File: config.mk
export PLATFORM = sky130hd
export DESIGN_NAME = mode_pin_config_control
export DESIGN_NICKNAME = d
export VERILOG_FILES = /design/src/hw/mode_cfg_pkg.sv /design/src/hw/mode_pin_config_control.sv
export SDC_FILE = /design/constraint.sdc
export NUM_CORES = 1
export LEC_CHECK = 0
export ABC_CLOCK_PERIOD_IN_PS = 5150
export BUFFER_PORTS_ARGS = -buffer_cell sky130_fd_sc_hd__buf_2
export CAP_MARGIN = 20
export CORE_MARGIN = 5
export CORE_UTILIZATION = 64
export CTS_BUF_LIST = sky130_fd_sc_hd__clkbuf_8
export DETAILED_ROUTE_END_ITERATION = 8
export GPL_ROUTABILITY_DRIVEN = 1
export GPL_TIMING_DRIVEN = 0
export PLACE_DENSITY_LB_ADDON = 0.12
export SYNTH_ARGS = -nofsm -noshare
export SYNTH_HDL_FRONTEND = slang
export SYNTH_SLANG_ARGS = --single-unit
File: constraint.sdc
create_clock -name sys_clk -period 5.15 [get_ports sys_clk]
set_input_delay 1.03 -clock sys_clk [delete_from_list [all_inputs] [get_ports sys_clk]]
set_output_delay 1.03 -clock sys_clk [all_outputs]
set_load 0.05 [all_outputs]
File: src/hw/mode_cfg_pkg.sv
// Purpose: Shared constants and types for the mode and pin configuration block
// Assumes: 250 MHz core clock, one 32-bit configuration word
// Notes: Field positions and reset values of the configuration word live here
package mode_cfg_pkg;
   // Word address of the configuration register
   localparam logic [15:0] CFG_ADDR = 16'h0800;
   // Reset image of the whole word
   localparam logic [31:0] CFG_RESET = 32'hc8000468;
   // Bits that software may write and read back as stored
   localparam logic [31:0] CFG_RW_MASK = 32'hf8ebef0b;
   // Bit that always reads back as one
   localparam logic [31:0] CFG_ONE_MASK = 32'h00000020;
   // Field positions
   localparam int ACTION_LSB = 16;
   localparam int SERVICE_BIT = 18;
   localparam int RAIL_BIT = 19;
   localparam int TEST_EN_BIT = 21;
   localparam int PIN_FUNC_LSB = 14;
   localparam int FAIL_SAFE_BIT = 13;
   localparam int SOURCE_LSB = 10;
   localparam int SUPPLY_DIS_BIT = 9;
   localparam int WKRQ_FUNC_BIT = 8;
   localparam int MODE_LSB = 6;
   localparam int MONITOR_EN_BIT = 3;
   localparam int SOFT_RESET_BIT = 2;
   localparam int GUARD_OFF_BIT = 1;
   localparam int TEST_MAP_BIT = 0;
   // Two-bit codes
   localparam logic [1:0] ACT_FLAG = 2'b00;
   localparam logic [1:0] ACT_SUPPLY = 2'b01;
   localparam logic [1:0] ACT_OUTPIN = 2'b10;
   localparam logic [1:0] PIN_OUTPUT = 2'b00;
   localparam logic [1:0] PIN_INPUT = 2'b10;
   localparam logic [1:0] SRC_SERIAL = 2'b00;
   localparam logic [1:0] SRC_CTRL = 2'b01;
   localparam logic [1:0] SRC_UVTH = 2'b10;
   localparam logic [1:0] MODE_SLEEP = 2'b00;
   localparam logic [1:0] MODE_STANDBY = 2'b01;
   localparam logic [1:0] MODE_NORMAL = 2'b10;
   // Timing
   localparam longint unsigned CLK_HZ = 250000000;
   localparam longint unsigned PULSE_TIME_MS = 300;
   localparam longint unsigned SWE_TIME_S = 240;
   localparam logic [35:0] PULSE_CYCLES = 36'(PULSE_TIME_MS * CLK_HZ / 1000);
   localparam logic [35:0] SWE_CYCLES = 36'(SWE_TIME_S * CLK_HZ);
   // Actual operating mode
   typedef enum logic [1:0] {ST_SLEEP, ST_STANDBY, ST_NORMAL} op_mode_t;
   // Fault flags and their masks
   typedef struct packed {
      logic serial_error_flag;
      logic uv_regulator;
      logic uv_supply;
      logic uv_io_supply_rail;
      logic thermal_shutdown_fault;
   } fault_t;
   // Pin driven by the block: level, and active-low output enable
   typedef struct packed {
      logic level;
      logic oe_n;
   } pin_drive_t;
endpackage

File: src/hw/mode_pin_config_control.sv
// Purpose: Mode of operation and pin configuration word with its pin behaviour
// Assumes: SPI core presents decoded word accesses on the core clock
// Notes: Watchdog period counting sits outside; this block restarts and reacts to it
// How it works
// Action 00 timeout flags and lowers flag pin
// Action 01 pulses supply pin, enters standby
// Action 10 pulses enabled watchdog pin; 11 reserved
// Every timeout sets the watchdog flag
// Pin function 00 output, 10 trigger input
// Fail-safe enable bit, power-up unaffected
// Output source select drives pin active low
// Serial fault source follows unmasked error flag
// Undervoltage source ORs unmasked faults, thermal
// Disable bit releases the supply control pin
// Wake request pin mirrors supply or interrupts
// Mode field codes sleep, standby, normal
// Mode write requests; read shows actual mode
// Normal entry clears init, exit sets it
// Host writes one to bit five
// Soft reset bit restores defaults, self clears
// Wake from sleep starts four-minute guard
// Disable skips guard only for sleep wakes
// Test mapping picks transceiver or controller lines
// Wake request pin push-pull or open drain
// Rail select bit chooses internal or io
// Service bit restarts watchdog, self clears
// Reserved action only sets the flag
`timescale 1ns/1ps
module mode_pin_config_control
   import mode_cfg_pkg::*;
#(
   parameter logic [35:0] PULSE_LEN = PULSE_CYCLES,
   parameter logic [35:0] SWE_LEN = SWE_CYCLES
) (
   input wire logic sys_clk,
   input wire logic reset_n,
   // Word access from the SPI core
   input wire logic acc_valid,
   input wire logic acc_write,
   input wire logic [15:0] acc_addr,
   input wire logic [31:0] acc_wdata,
   output logic [31:0] acc_rdata_q,
   output logic acc_rvalid_q,
   // Any SPI transaction seen by the SPI core
   input wire logic spi_activity,
   // Watchdog timer interface
   input wire logic timeout_event,
   input wire logic timeout_flag_clear,
   output logic timeout_flag_q,
   output logic timeout_restart_q,
   output logic timeout_monitor_enable_q,
   input wire logic watchdog_out_enable,
   output logic watchdog_out_pin_q,
   // Interrupt and fault sources
   input wire fault_t faults,
   input wire fault_t fault_masks,
   input wire logic controller_interrupt_line_one,
   input wire logic wake_request_irq,
   input wire logic wake_event,
   // General purpose pin
   input wire logic general_purpose_pin_i,
   output pin_drive_t general_purpose_pin_q,
   // Supply control and wake request pins
   output pin_drive_t wake_supply_control_pin_q,
   output pin_drive_t wake_request_pin_q,
   // Mode and controller init
   output logic [1:0] op_mode_q,
   output logic controller_init_wr_q,
   output logic controller_init_bit_q,
   output logic fail_safe_enable_q,
   output logic device_soft_reset_q,
   // Test mode pin mapping
   input wire logic phy_tx,
   input wire logic phy_rx,
   input wire logic phy_en,
   input wire logic ctl_tx,
   input wire logic ctl_rx,
   output logic test_mode_enable_q,
   output logic test_tx_pin_q,
   output logic test_rx_pin_q,
   output logic test_en_pin_q
);
   // Stored configuration bits
   logic [31:0] cfg_q;
   logic [31:0] cfg_d;
   // Requested mode, not readable
   logic [1:0] mode_req_q;
   // Actual mode
   op_mode_t mode_q;
   op_mode_t mode_d;
   // Pulse counters for supply pin and watchdog pin
   logic [35:0] sup_cnt_q;
   logic [35:0] wdo_cnt_q;
   // Sleep wake guard counter and its run flag
   logic [35:0] swe_cnt_q;
   logic swe_run_q;
   // Synchroniser for the general pin input
   logic [2:0] gp_sync_q;
   logic gp_state_q;

   // Access decode
   wire cfg_hit = acc_valid && acc_addr == CFG_ADDR;
   wire cfg_wr = cfg_hit && acc_write;
   wire cfg_rd = cfg_hit && !acc_write;
   // soft reset request
   wire soft_reset = cfg_wr && acc_wdata[SOFT_RESET_BIT];
   // service write
   wire service_wr = cfg_wr && acc_wdata[SERVICE_BIT];

   // Field views
   wire [1:0] action = cfg_q[ACTION_LSB +: 2];
   wire [1:0] pin_func = cfg_q[PIN_FUNC_LSB +: 2];
   wire [1:0] src_sel = cfg_q[SOURCE_LSB +: 2];
   wire supply_dis = cfg_q[SUPPLY_DIS_BIT];
   wire wkrq_func = cfg_q[WKRQ_FUNC_BIT];
   wire rail_io = cfg_q[RAIL_BIT];
   wire guard_off = cfg_q[GUARD_OFF_BIT];
   wire test_map = cfg_q[TEST_MAP_BIT];

   // Code of the actual mode
   wire [1:0] mode_code = (mode_q == ST_SLEEP) ? MODE_SLEEP :
                          (mode_q == ST_NORMAL) ? MODE_NORMAL : MODE_STANDBY;
   // read image shows actual mode, bit five fixed high
   wire [31:0] read_image = (cfg_q & CFG_RW_MASK) | CFG_ONE_MASK | {24'h000000, mode_code, 6'h00};

   // Timeout consequences
   // supply pulse on action 01
   wire start_sup = timeout_event && action == ACT_SUPPLY;
   // watchdog pin pulse on action 10 when enabled
   wire start_wdo = timeout_event && action == ACT_OUTPIN && watchdog_out_enable;
   wire sup_pulsing = sup_cnt_q != 36'h000000000;
   wire wdo_pulsing = wdo_cnt_q != 36'h000000000;

   // Synchronised general pin level; change counts once stages agree
   wire gp_agree = gp_sync_q[1] == gp_sync_q[2];
   // input mode acts as watchdog trigger
   wire gp_trigger = pin_func == PIN_INPUT && gp_agree && gp_sync_q[2] != gp_state_q;

   // interrupt sources before active-low inversion
   wire [4:0] live = faults & ~fault_masks;
   // serial fault follows unmasked flag
   wire src_serial = live[4];
   // OR of unmasked undervoltage and thermal faults
   wire src_uvth = |live[3:0];
   // source select, reserved code keeps pin idle high
   wire gp_src = (src_sel == SRC_SERIAL) ? src_serial :
                 (src_sel == SRC_CTRL) ? controller_interrupt_line_one :
                 (src_sel == SRC_UVTH) ? src_uvth : 1'b0;

   // Supply control level: high outside sleep, low during a pulse
   wire sup_level = mode_q != ST_SLEEP && !sup_pulsing;
   // wake request pin asserted (low) source
   wire wkrq_assert = wkrq_func ? wake_request_irq : sup_level;
   // Sleep wake guard expiry and SPI activity
   wire host_seen = spi_activity || acc_valid;
   // Wake event while asleep; a host write leaving sleep is not a wake
   wire sleep_wake = mode_q == ST_SLEEP && wake_event;
   wire swe_expire = swe_run_q && swe_cnt_q == 36'h000000001 && !host_seen;

   // Next configuration word
   always_comb begin
      cfg_d = cfg_q;
      if (cfg_wr) begin
         // bit five is fixed, write value ignored
         cfg_d = acc_wdata & CFG_RW_MASK;
      end
   end

   // Next actual mode
   always_comb begin
      mode_d = mode_q;
      // requested mode applied, reserved request ignored
      unique case (mode_req_q)
         MODE_SLEEP: mode_d = ST_SLEEP;
         MODE_STANDBY: mode_d = ST_STANDBY;
         MODE_NORMAL: mode_d = ST_NORMAL;
         default: mode_d = mode_q;
      endcase
      if (sleep_wake) begin
         // Wake leaves sleep for standby
         mode_d = ST_STANDBY;
      end
      if (start_sup) begin
         // timeout action forces standby
         mode_d = ST_STANDBY;
      end
      if (swe_expire) begin
         // guard expiry returns to sleep
         mode_d = ST_SLEEP;
      end
      if (soft_reset) begin
         // soft reset lands in standby, init write follows only when leaving normal
         mode_d = ST_STANDBY;
      end
   end

   // Configuration word and mode request
   always_ff @(posedge sys_clk or negedge reset_n) begin
      if (!reset_n) begin
         cfg_q <= CFG_RESET & CFG_RW_MASK;
         mode_req_q <= CFG_RESET[MODE_LSB +: 2];
      // soft reset restores defaults
      end else if (soft_reset) begin
         cfg_q <= CFG_RESET & CFG_RW_MASK;
         mode_req_q <= CFG_RESET[MODE_LSB +: 2];
      end else begin
         cfg_q <= cfg_d;
         // Forced mode changes also become the standing request
         mode_req_q <= cfg_wr ? acc_wdata[MODE_LSB +: 2] :
                       (mode_d != mode_q && !cfg_wr) ? ((mode_d == ST_SLEEP) ? MODE_SLEEP :
                       (mode_d == ST_NORMAL) ? MODE_NORMAL : MODE_STANDBY) : mode_req_q;
      end
   end

   // Actual mode and controller init writes
   always_ff @(posedge sys_clk or negedge reset_n) begin
      if (!reset_n) begin
         mode_q <= ST_STANDBY;
         controller_init_wr_q <= 1'b0;
         controller_init_bit_q <= 1'b1;
      end else begin
         mode_q <= soft_reset ? ST_STANDBY : mode_d;
         // automatic init write on normal entry or exit
         controller_init_wr_q <= (mode_d == ST_NORMAL) != (mode_q == ST_NORMAL);
         if ((mode_d == ST_NORMAL) != (mode_q == ST_NORMAL)) begin
            controller_init_bit_q <= mode_d != ST_NORMAL;
         end
      end
   end

   // Pulse counters for timeout actions
   always_ff @(posedge sys_clk or negedge reset_n) begin
      if (!reset_n) begin
         sup_cnt_q <= 36'h000000000;
         wdo_cnt_q <= 36'h000000000;
      end else begin
         // supply pin low for the pulse time
         sup_cnt_q <= start_sup ? PULSE_LEN : (sup_pulsing ? sup_cnt_q - 36'h000000001 : sup_cnt_q);
         // watchdog pin pulse, none for reserved code
         wdo_cnt_q <= start_wdo ? PULSE_LEN : (wdo_pulsing ? wdo_cnt_q - 36'h000000001 : wdo_cnt_q);
      end
   end

   // Sleep wake guard timer
   always_ff @(posedge sys_clk or negedge reset_n) begin
      if (!reset_n) begin
         // guard runs after power-on reset
         swe_run_q <= 1'b1;
         swe_cnt_q <= SWE_CYCLES;
      end else if (host_seen || swe_expire) begin
         // SPI access stops the guard
         swe_run_q <= 1'b0;
         swe_cnt_q <= 36'h000000000;
      // disable only affects wakes from sleep
      end else if (sleep_wake && !guard_off) begin
         swe_run_q <= 1'b1;
         swe_cnt_q <= SWE_LEN;
      end else if (swe_run_q) begin
         swe_cnt_q <= swe_cnt_q - 36'h000000001;
      end
   end

   // Watchdog flag, restart and general pin trigger
   always_ff @(posedge sys_clk or negedge reset_n) begin
      if (!reset_n) begin
         timeout_flag_q <= 1'b0;
         timeout_restart_q <= 1'b0;
         gp_sync_q <= 3'b111;
         gp_state_q <= 1'b1;
      end else begin
         // every timeout sets the flag; set beats clear
         timeout_flag_q <= timeout_event || (timeout_flag_q && !timeout_flag_clear);
         // service write or pin trigger restarts the timer
         timeout_restart_q <= service_wr || gp_trigger;
         gp_sync_q <= {gp_sync_q[1:0], general_purpose_pin_i};
         if (gp_agree) begin
            gp_state_q <= gp_sync_q[2];
         end
      end
   end

   // Pin drivers and plain control outputs
   always_ff @(posedge sys_clk or negedge reset_n) begin
      if (!reset_n) begin
         general_purpose_pin_q <= '{level: 1'b1, oe_n: 1'b1};
         wake_supply_control_pin_q <= '{level: 1'b1, oe_n: 1'b0};
         wake_request_pin_q <= '{level: 1'b0, oe_n: 1'b0};
         watchdog_out_pin_q <= 1'b1;
         timeout_monitor_enable_q <= 1'b1;
         fail_safe_enable_q <= 1'b0;
         device_soft_reset_q <= 1'b0;
      end else begin
         // output mode drives selected source active low
         general_purpose_pin_q.level <= !gp_src;
         general_purpose_pin_q.oe_n <= pin_func != PIN_OUTPUT;
         // disable bit releases the pin
         wake_supply_control_pin_q.level <= sup_level;
         wake_supply_control_pin_q.oe_n <= supply_dis;
         // push-pull on internal rail, open drain on io rail
         wake_request_pin_q.level <= rail_io ? 1'b0 : !wkrq_assert;
         wake_request_pin_q.oe_n <= rail_io ? !wkrq_assert : 1'b0;
         // watchdog pin low on flag or during pulse
         watchdog_out_pin_q <= !(wdo_pulsing || (action == ACT_FLAG && timeout_flag_q));
         timeout_monitor_enable_q <= cfg_q[MONITOR_EN_BIT];
         // fail-safe enable level
         fail_safe_enable_q <= cfg_q[FAIL_SAFE_BIT];
         device_soft_reset_q <= soft_reset;
      end
   end

   // Read data, mode code and test mapping
   always_ff @(posedge sys_clk or negedge reset_n) begin
      if (!reset_n) begin
         acc_rdata_q <= 32'h00000000;
         acc_rvalid_q <= 1'b0;
         op_mode_q <= MODE_STANDBY;
         test_mode_enable_q <= 1'b0;
         test_tx_pin_q <= 1'b1;
         test_rx_pin_q <= 1'b1;
         test_en_pin_q <= 1'b0;
      end else begin
         acc_rdata_q <= cfg_rd ? read_image : 32'h00000000;
         acc_rvalid_q <= cfg_rd;
         op_mode_q <= mode_code;
         test_mode_enable_q <= cfg_q[TEST_EN_BIT];
         // route transceiver or controller lines
         test_tx_pin_q <= test_map ? ctl_tx : phy_tx;
         test_rx_pin_q <= test_map ? ctl_rx : phy_rx;
         test_en_pin_q <= test_map ? 1'b0 : phy_en;
      end
   end
endmodule

[Word-level counts from Yosys, hierarchy flattened]
Cells that the tools add are included.
Storage, ports and cells
  bits of input ports: 75
  bits in registers: 202
  output and inout port bits: 53
  logic and storage cells: 134
Operators by class
  reductions and logical operators: 48
  bitwise gates (word level): 3
  muxes and demuxes: 34
  add/subtract/negate cells: 3
  eq/ne operators: 16
Operators by type and width (count)
  two-way mux 36 bit: 7
  subtractor 36 x 1 -> 36 bit, second input constant: 3
  two-way mux 32 bit: 3
  nonzero test 36 bit: 2
  == test 36 x 1 -> 1 bit, second input constant: 1
  OR 32 x 8 -> 32 bit: 1
  two-way mux 2 bit: 12
  logical AND 1 bit: 18
  == test 16 x 12 -> 1 bit, second input constant: 1
  == test 2 bit, second input constant: 6
  nonzero test 2 bit: 6
  two-way mux 1 bit: 11
  logical NOT 2 bit: 5
  logical NOT 1 bit: 9
  == test 2 x 1 -> 1 bit, second input constant: 3
  one-hot mux 2 bit (3 select lines): 1
  nonzero test 3 bit: 2
  bitwise AND 5 bit: 1
  logical OR 1 bit: 5
  inverter 5 bit: 1
  OR reduction 4 bit: 1
  != test 1 bit: 2
  != test 2 bit: 1
  != test 2 bit, second input constant: 1
  == test 1 bit: 1

[Logic depth before layout (Yosys ltp)]
Gate-level depths: netlist (run 1).
  depth in word-level cells: 12
  depth in mapped cells: 9
  gate-level depth less buffers: 7

[Worst setup path after synthesis (run 1)]
OpenSTA, ideal clock, no wires.
  path type: input -> register
  start point: input port acc_addr[1]
  end point: register cfg_q[30]
  stages on the path: 7
  path buffers: 2
  setup slack: 2102 ps
  data required time: 5071 ps
  arrival time: 2969 ps
  library setup time: 79 ps
  path through: or4_1 > or4b_1 > or3_1 > buf_2 > buf_2 > nor3_1 > nor2_1
Between the ends
  word-level cells in the longest chain between the ends: 5
  elaborated cells between the ends (all ways): 6
  classes of those cells: 1 x eq/ne; 1 x mux; 4 x reduce/logical
Ends and longest elaborated chain
  start, declared: RTL line mode_pin_config_control.sv:40  | input wire logic [15:0] acc_addr,
  == test 16 x 12 -> 1 bit *: RTL line mode_pin_config_control.sv:102  | wire cfg_hit = acc_valid && acc_addr == CFG_ADDR;
  logical AND 1 bit *: RTL line mode_pin_config_control.sv:102
  logical AND 1 bit *: RTL line mode_pin_config_control.sv:103  | wire cfg_wr = cfg_hit && acc_write;
  logical AND 1 bit: RTL line mode_pin_config_control.sv:106  | wire soft_reset = cfg_wr && acc_wdata[SOFT_RESET_BIT];
  two-way mux 32 bit or nonzero test 2 bit (tied branches)
  end signal, assigned: RTL line mode_pin_config_control.sv:200  | cfg_q <= CFG_RESET & CFG_RW_MASK;
  end signal, assigned: RTL line mode_pin_config_control.sv:204  | cfg_q <= CFG_RESET & CFG_RW_MASK;
  end signal, assigned: RTL line mode_pin_config_control.sv:207  | cfg_q <= cfg_d;
  end, declared: RTL line mode_pin_config_control.sv:84  | logic [31:0] cfg_q;
Mark *: on every way between the ends. The rest lies on a longest branch, timed or not.
A chain may end at the register's enable or synchronous reset.

[Final worst setup path (run 1)]
  start point: input port acc_addr[1]
  end point: register acc_rdata_q[11]
Between the ends
  word-level cells in the longest chain between the ends: 4
Ends and longest elaborated chain
  == test 16 x 12 -> 1 bit: RTL line mode_pin_config_control.sv:102
  logical AND 1 bit: RTL line mode_pin_config_control.sv:102
  logical AND 1 bit: RTL line mode_pin_config_control.sv:104  | wire cfg_rd = cfg_hit && !acc_write;
  via cfg_rd: RTL line mode_pin_config_control.sv:104
  two-way mux 32 bit: RTL line mode_pin_config_control.sv:322  | acc_rdata_q <= cfg_rd ? read_image : 32'h00000000;
  end signal, assigned: RTL line mode_pin_config_control.sv:322
  end, declared: RTL line mode_pin_config_control.sv:42  | output logic [31:0] acc_rdata_q,
The timed path passes the listed nets, and every way through them passes these cells.

==> impl_metrics.py, run 1 <==
metrics = {
    "cts": {
        "tritoncts": "built",
        "cts_made_buffers": 17,
        "clk_latency_ns": 0.49,
        "path_clk_slew_ns": 0.09,
        "cts_resized": 0,
        "cts_max_path_buffers": 2,
        "clock_sinks": 182,
        "cts.htree.levels": 4,
        "cts_setup_buffers": 0,
        "ctsRootBufferMaster": "clkbuf_8",
        "ctsHoldBuffers": 0,
    },
    "synth": {
        "syn_inst": 897,
        "syn-cell-area_mm2": 0.00882,
        "synth-simple-area-share": 0.266,
        "synth_seq_area_share": 0.521,
        "avgSynthCellArea_um2": 9.83,
        "synth_xor_area_frac": 0.0457,
        "yosys_warnings": 0,
        "synth_top_family_by_area": "simple AND/OR/NAND/NOR gates",
        "synth_compound_area_frac": 0.106,
        "synth-seq-cells": 182,
        "synthAdderAreaFrac": 0.00965,
        "synth_edf_count": 0,
        "synth_mux_area_frac": 0.0108,
        "synthFlopType": "dfrtp_1",
        "synth_cell_types": 62,
        "synthArstFlopShare": 1.00,
    },
    "placed_design": {
        "place_area_mm2": 0.00967,
        "finalWeightedCongestion": 0.852,
        "place_hpwl_um": 13700,
        "place_inst": 1196,
        "port_buffers": 111,
        "pre_cts_slack_ns": 1.71,
    },
    "finish": {
        "area_delta_synth_final_pct": 13.8,
        "fin_util": 0.732,
        "diodes": 0,
        "final_cell_area_mm2": 0.0100,
        "instances_no_fill": 1228,
        "drive_gt1_frac": 0.210,
        "fin_nets": 1116,
    },
    "critical_path": {
        "crit_fanout": 10,
        "critPathLaunchType": "input pin",
        "worstPathRequired_ns": 5.57,
        "cp.arrival_ns": 3.38,
        "crit_path_cell_trace": "buf_2, or4_1, or4b_1, nor3_1, clkbuf_1, and2_1",
        "path_class": "input pin to flop",
        "max_stage_delay_ns": 0.61,
        "end_kind": "flop",
        "cp_slowest_cell": "or4b_1",
    },
    "floorplan": {
        "die_h_um": 127,
        "core_area_mm2": 0.0137,
        "die_area_mm2": 0.0162,
        "start_util": 0.643,
        "row_count": 43,
        "ioPinCount": 128,
        "die_w_um": 127,
    },
    "global_route": {
        "gr-usage-all-layers": 0.246,
        "antenna_found_initial": 0,
        "grt_pass1_vias": 6789,
        "grt_max_degree": 106,
        "grt_overflow": 0,
        "grt_pass1_wl_um": 32500,
    },
    "sta": {
        "tns_ns": 0,
        "clock_skew_ns": 0.0131,
        "rsz0062_at_grt": "no",
        "slew_headroom": 0.389,
        "whs_ns": 0.366,
        "setup_slack_ns": 2.19,
        "fmax_mhz": 338,
        "timing.final.crit_share": 0.574,
        "final_max_slew_viol_count": 0,
        "setup_violations": 0,
        "tightest_slew_ns": 0.910,
        "hold_violations": 0,
        "fin_crit_ns": 2.96,
    },
    "status": {
        "status": "finished clean",
    },
    "routing": {
        "wl_um": 19400,
        "drtAntennaViolNets": 0,
        "drt_pre_antenna_iters": 5,
        "num_vias": 7243,
        "wl_per_cell_um": 15.8,
        "drc": 0,
        "viasPerCell": 5.90,
        "drtIter0Drc": 462,
    },
    "power": {
        "power_density_mw_per_mm2": 283,
        "peakVddDrop_mv": 0.247,
        "p_leak_nw": 4.06,
        "finalPower_mw": 2.84,
    },
    "min_path": {
        "hold_path_class": "flop to flop",
    },
    "flow_run": {
        "maxCapViolCount": 0,
    },
}
==> worst max-delay path: cells and delay by family <==
family                 cells  cell delay (ns)
buffers and inverters      2             0.46
AND/OR/NAND/NOR            4             1.88
==> layer usage <==
layer  vias to the layer above  wire length, µm  track usage
met2                       218             8990        0.374
met5                         -                0            0
met3                        36             1100       0.0543
li1                       3538                -            -
met4                         0              459       0.0915
met1                      3451             8880        0.350
==> power by group <==
| group | internal, mW | total [mW] | switching [mW] |
|---|---|---|---|
| Sequential | 1.49 | 1.54 | 0.0460 |
| Combinational | 0.141 | 0.374 | 0.233 |
| Clock | 0.397 | 0.924 | 0.527 |
| Total | 2.03 | 2.84 | 0.806 |
==> cells by family (layout without fill, tap and decap cells) <==
family | after synthesis | in the layout
AOI/OAI and AO/OA | 151 | 151
adders and majority gates | 7 | 7
DFF | 182 | 182
buffers and inverters | 82 | 226
and+or+nand+nor | 419 | 419
other | 1 | 8
muxes | 9 | 9
xor gates and xnor gates | 46 | 46
==> flip-flops by register name (all words and copies together) (netlist names), 2 cells and up <==
signal	count
acc_rdata_q	24
sup_cnt_q	36
mode_q	2
general_purpose_pin_q	2
gp_sync_q	3
wake_request_pin_q	2
wdo_cnt_q	36
wake_supply_control_pin_q	2
cfg_q	21
mode_req_q	2
swe_cnt_q	36
op_mode_q	2
==> synthesized netlist by cell type (27+ instances only) <==
| cell type | number | area (µm²) |
|---|---|---|
| o21ai_0 | 31 | 155 |
| nor4_1 | 48 | 300 |
| inv_1 | 27 | 101 |
| dfrtp_1 | 146 | 3650 |
| nand2_1 | 54 | 203 |
| xnor2_1 | 36 | 315 |
| clkbuf_1 | 38 | 143 |
| nand3_1 | 32 | 160 |
| dfstp_2 | 36 | 946 |
| or4_1 | 37 | 278 |
| or3_1 | 35 | 219 |
| nor3_1 | 38 | 190 |
| nor2_1 | 77 | 289 |
| a21oi_1 | 52 | 260 |
==> layout make-up <==
cell class	instances	area, µm²
clock buffers	18	248
repair buffers	112	593
clock inverters	14	125
plain buffers	54	244
flip-flops and latches	182	4600
inverters	28	105
well taps	180	225
multi-input cells	640	3900
fillers	1054	3680
==> worst paths after layout <==
check | startpoint | endpoint | slack, ns | cells past startpoint
max | acc_addr[1] | acc_rdata_q[11] | 2.19 | 6
min reg2reg | gp_sync_q[0] | gp_sync_q[1] | 0.37 | 0
max in group asynchronous | reset_n | test_tx_pin_q | 3.77 | 2
max reg2reg | sup_cnt_q[0] | sup_cnt_q[20] | 2.21 | 7
min in group asynchronous | reset_n | wdo_cnt_q[11] | 0.49 | 1
min | gp_sync_q[0] | gp_sync_q[1] | 0.37 | 0
==> placed cells by master, fill, tap and decap left out, types with 32 or more instances in the layout <==
cell type	count
nor2_1	77
nand2_1	54
or4_1	37
clkbuf_1	38
buf_2	115
nor4_1	48
a21oi_1	52
or3_1	35
nor3_1	38
nand3_1	32
dfstp_2	36
dfrtp_1	146
xnor2_1	36
Note: power is estimated with default switching activity, not from simulation.
==> run 2, diff against run 1 <==
- ABC_CLOCK_PERIOD_IN_PS: 5150 -> 2400
- CORE_UTILIZATION: 64 -> 54
- clock period: 5.15 -> 2.4 ns (I/O delays scaled with it)
==> run 2 against run 1 <==
  * The run now ends with negative hold slack, negative setup slack left
  * Cell count grew 4.2%
  * Combinational power grew 140%
  * Setup slack lost 2.2 ns
  * Sequential cell count is the same
  * Die area grew 17%
  * Critical path type is now flop to flop
  * Largest cell class unchanged
  * Highest routed layer unchanged
==> impl_metrics.py, run 2 (synthesized netlist as in run 1, its figures left out) <==
metrics = {
    "routing": {
        "wl_per_cell_um": 16.6,
        "viasPerCell": 5.75,
        "drtAntennaViolNets": 0,
        "num_vias": 7350,
        "drt_pre_antenna_iters": 5,
        "drtIter0Drc": 415,
        "drc": 0,
        "wl_um": 21200,
    },
    "sta": {
        "fin_crit_ns": 2.44,
        "clock_skew_ns": 0.0157,
        "timing.final.crit_share": 1.02,
        "final_max_slew_viol_count": 0,
        "rsz0062_at_grt": "yes",
        "whs_ns": -0.0294,
        "tightest_slew_ns": 0.686,
        "hold_violations": 3,
        "setup_slack_ns": -0.0433,
        "fmax_mhz": 409,
        "slew_headroom": 0.538,
        "setup_violations": 2,
    },
    "placed_design": {
        "place_hpwl_um": 14400,
        "finalWeightedCongestion": 0.826,
        "port_buffers": 111,
    },
    "power": {
        "power_density_mw_per_mm2": 620,
        "finalPower_mw": 6.57,
        "pwr-share-comb": 0.136,
        "power_switching_mw": 1.89,
        "seqPwrFrac": 0.504,
        "p_leak_nw": 4.34,
        "internal-power_mw": 4.68,
        "peakVddDrop_mv": 0.506,
        "swShare": 0.287,
        "clock_power_share": 0.360,
    },
    "global_route": {
        "grt.met2_usage": 0.378,
        "gr-usage-all-layers": 0.235,
        "gr-max-usage-layer": "met2",
        "grt_pass1_vias": 7225,
        "grtUsageMet1": 0.316,
        "grt_pass1_wl_um": 35400,
        "antenna_found_initial": 1,
        "grt_max_degree": 96,
        "grt_overflow": 0,
        "met3_usage": 0.0698,
    },
    "finish": {
        "area_delta_synth_final_pct": 20.2,
        "reg_top3": "sup_cnt_q (36), swe_cnt_q (36), wdo_cnt_q (36)",
        "final_common_cell": "dfrtp_1",
        "final_cell_mix": "146 x dfrtp_1, 111 x buf_2, 76 x nor2_1, 54 x nand2_1, 50 x a21oi_1",
        "fin_util": 0.665,
        "drive_gt1_frac": 0.270,
        "fin_nets": 1130,
    },
    "cts": {
        "clock_sinks": 182,
        "tritoncts": "built",
        "cts_made_buffers": 17,
        "cts_max_path_buffers": 2,
        "cts.htree.levels": 4,
        "ctsHoldBuffers": 0,
        "clk_latency_ns": 0.48,
        "ctsRootBufferMaster": "clkbuf_8",
        "path_clk_slew_ns": 0.11,
    },
    "critical_path": {
        "path_class": "flop to flop",
        "crit_path_cell_trace": "or4_4, or4_4, or3_4, and3_4, o21ai_2",
        "end_kind": "flop",
        "cp_slowest_cell": "or4_4",
        "crit_top_cell": "or4_4",
        "worstPathRequired_ns": 2.81,
        "crit_fanout": 7,
        "cp.arrival_ns": 2.85,
        "max_stage_delay_ns": 0.61,
        "critPathLaunchType": "flop",
    },
    "floorplan": {
        "die_h_um": 138,
        "die_area_mm2": 0.0190,
        "start_util": 0.553,
        "die_w_um": 138,
        "core_area_mm2": 0.0159,
        "row_count": 46,
        "ioPinCount": 128,
    },
    "status": {
        "violations": "negative hold slack, negative setup slack",
        "status": "finished, violations left",
    },
    "flow_run": {
        "maxCapViolCount": 0,
    },
    "min_path": {
        "hold_path_class": "input pin to async pin",
    },
}
-- run 2: cell types whose count changed in the layout (fill, tap and decap cells not counted), moves of 8 or more --
cell and change:
nor3_1 -8, clkbuf_1 -11, buf_4 +23, nor4_1 -8
-- run 2: timing repair --
| action | 4_1_cts | 5_1_grt |
|---|---|---|
| setup endpoints to repair | 83 | 78 |
| hold endpoints to repair | 0 | 0 |
| pin swaps | 5 | 16 |
| resized for setup | 28 | 38 |
| buffers inserted | 13 | 9 |
-- run 2: metrics by stage --
step / setup TNS (ns) / cells / worst slack (ns) / cell area, µm²
2_1_floorplan: 0 / 904 / 0.00486 / 8890
3_3_place_gp: -356.12 / 1231 / -2.09 / 9710
3_5_place_dp: -19.66 / 1232 / -0.654 / 9750
4_1_cts: -0.264 / 1274 / -0.0735 / 10400
5_1_grt: -0.825 / 1279 / -0.0824 / 10600
6_report: -0.0648 / 1279 / -0.0433 / 10600
-- run 2: layout make-up --
class	count	area, µm²
clock inverter	14	211
sequential	182	4600
inverter	28	105
clock buffer	18	248
tap	216	270
fill	1336	5340
timing repair buffer	134	766
antenna	1	2.50
multi-input combinational	640	4170
buffer	46	233
-- run 2: per-layer routing --
metal,routed length (µm),share of wire,vias to the layer above
li1,-,-,3566
met1,9370,0.44,3596
met2,10200,0.48,173
met3,1420,0.067,15
met4,179,0.0084,0
met5,0,0,-
-- run 2: path summary, 6_finish.rpt --
| kind | from | to | slack [ns] | depth (start not counted) |
|---|---|---|---|---|
| hold reg to reg | gp_sync_q[0] | gp_sync_q[1] | 0.36 | 0 |
| max in group asynchronous | reset_n | swe_cnt_q[12] | 1.51 | 2 |
| hold / removal | reset_n | wdo_cnt_q[13] | -0.03 | 1 |
| setup / recovery | sup_cnt_q[14] | sup_cnt_q[6] | -0.04 | 5 |
| setup reg to reg | sup_cnt_q[14] | sup_cnt_q[6] | -0.04 | 5 |
| min in group sys_clk | general_purpose_pin_i | gp_sync_q[0] | 0.10 | 1 |
-- run 2: power by group through the flow --
stage	Sequential (mW)	Clock, mW	Combinational (mW)
6_report	3.31	2.36	0.893
5_1_grt	3.33	2.54	0.990
4_1_cts	3.31	2.40	0.840
3_5_place_dp	3.36	0	0.814
3_3_place_gp	3.36	0	0.798
2_1_floorplan	3.38	0	0.518
-- run 2: worst max-delay path, delay by kind of cell (launching register included) --
| kind | cells | cell delay [ns] |
|---|---|---|
| compound gates | 1 | 0.12 |
| flops | 1 | 0.40 |
| simple gates | 4 | 1.86 |
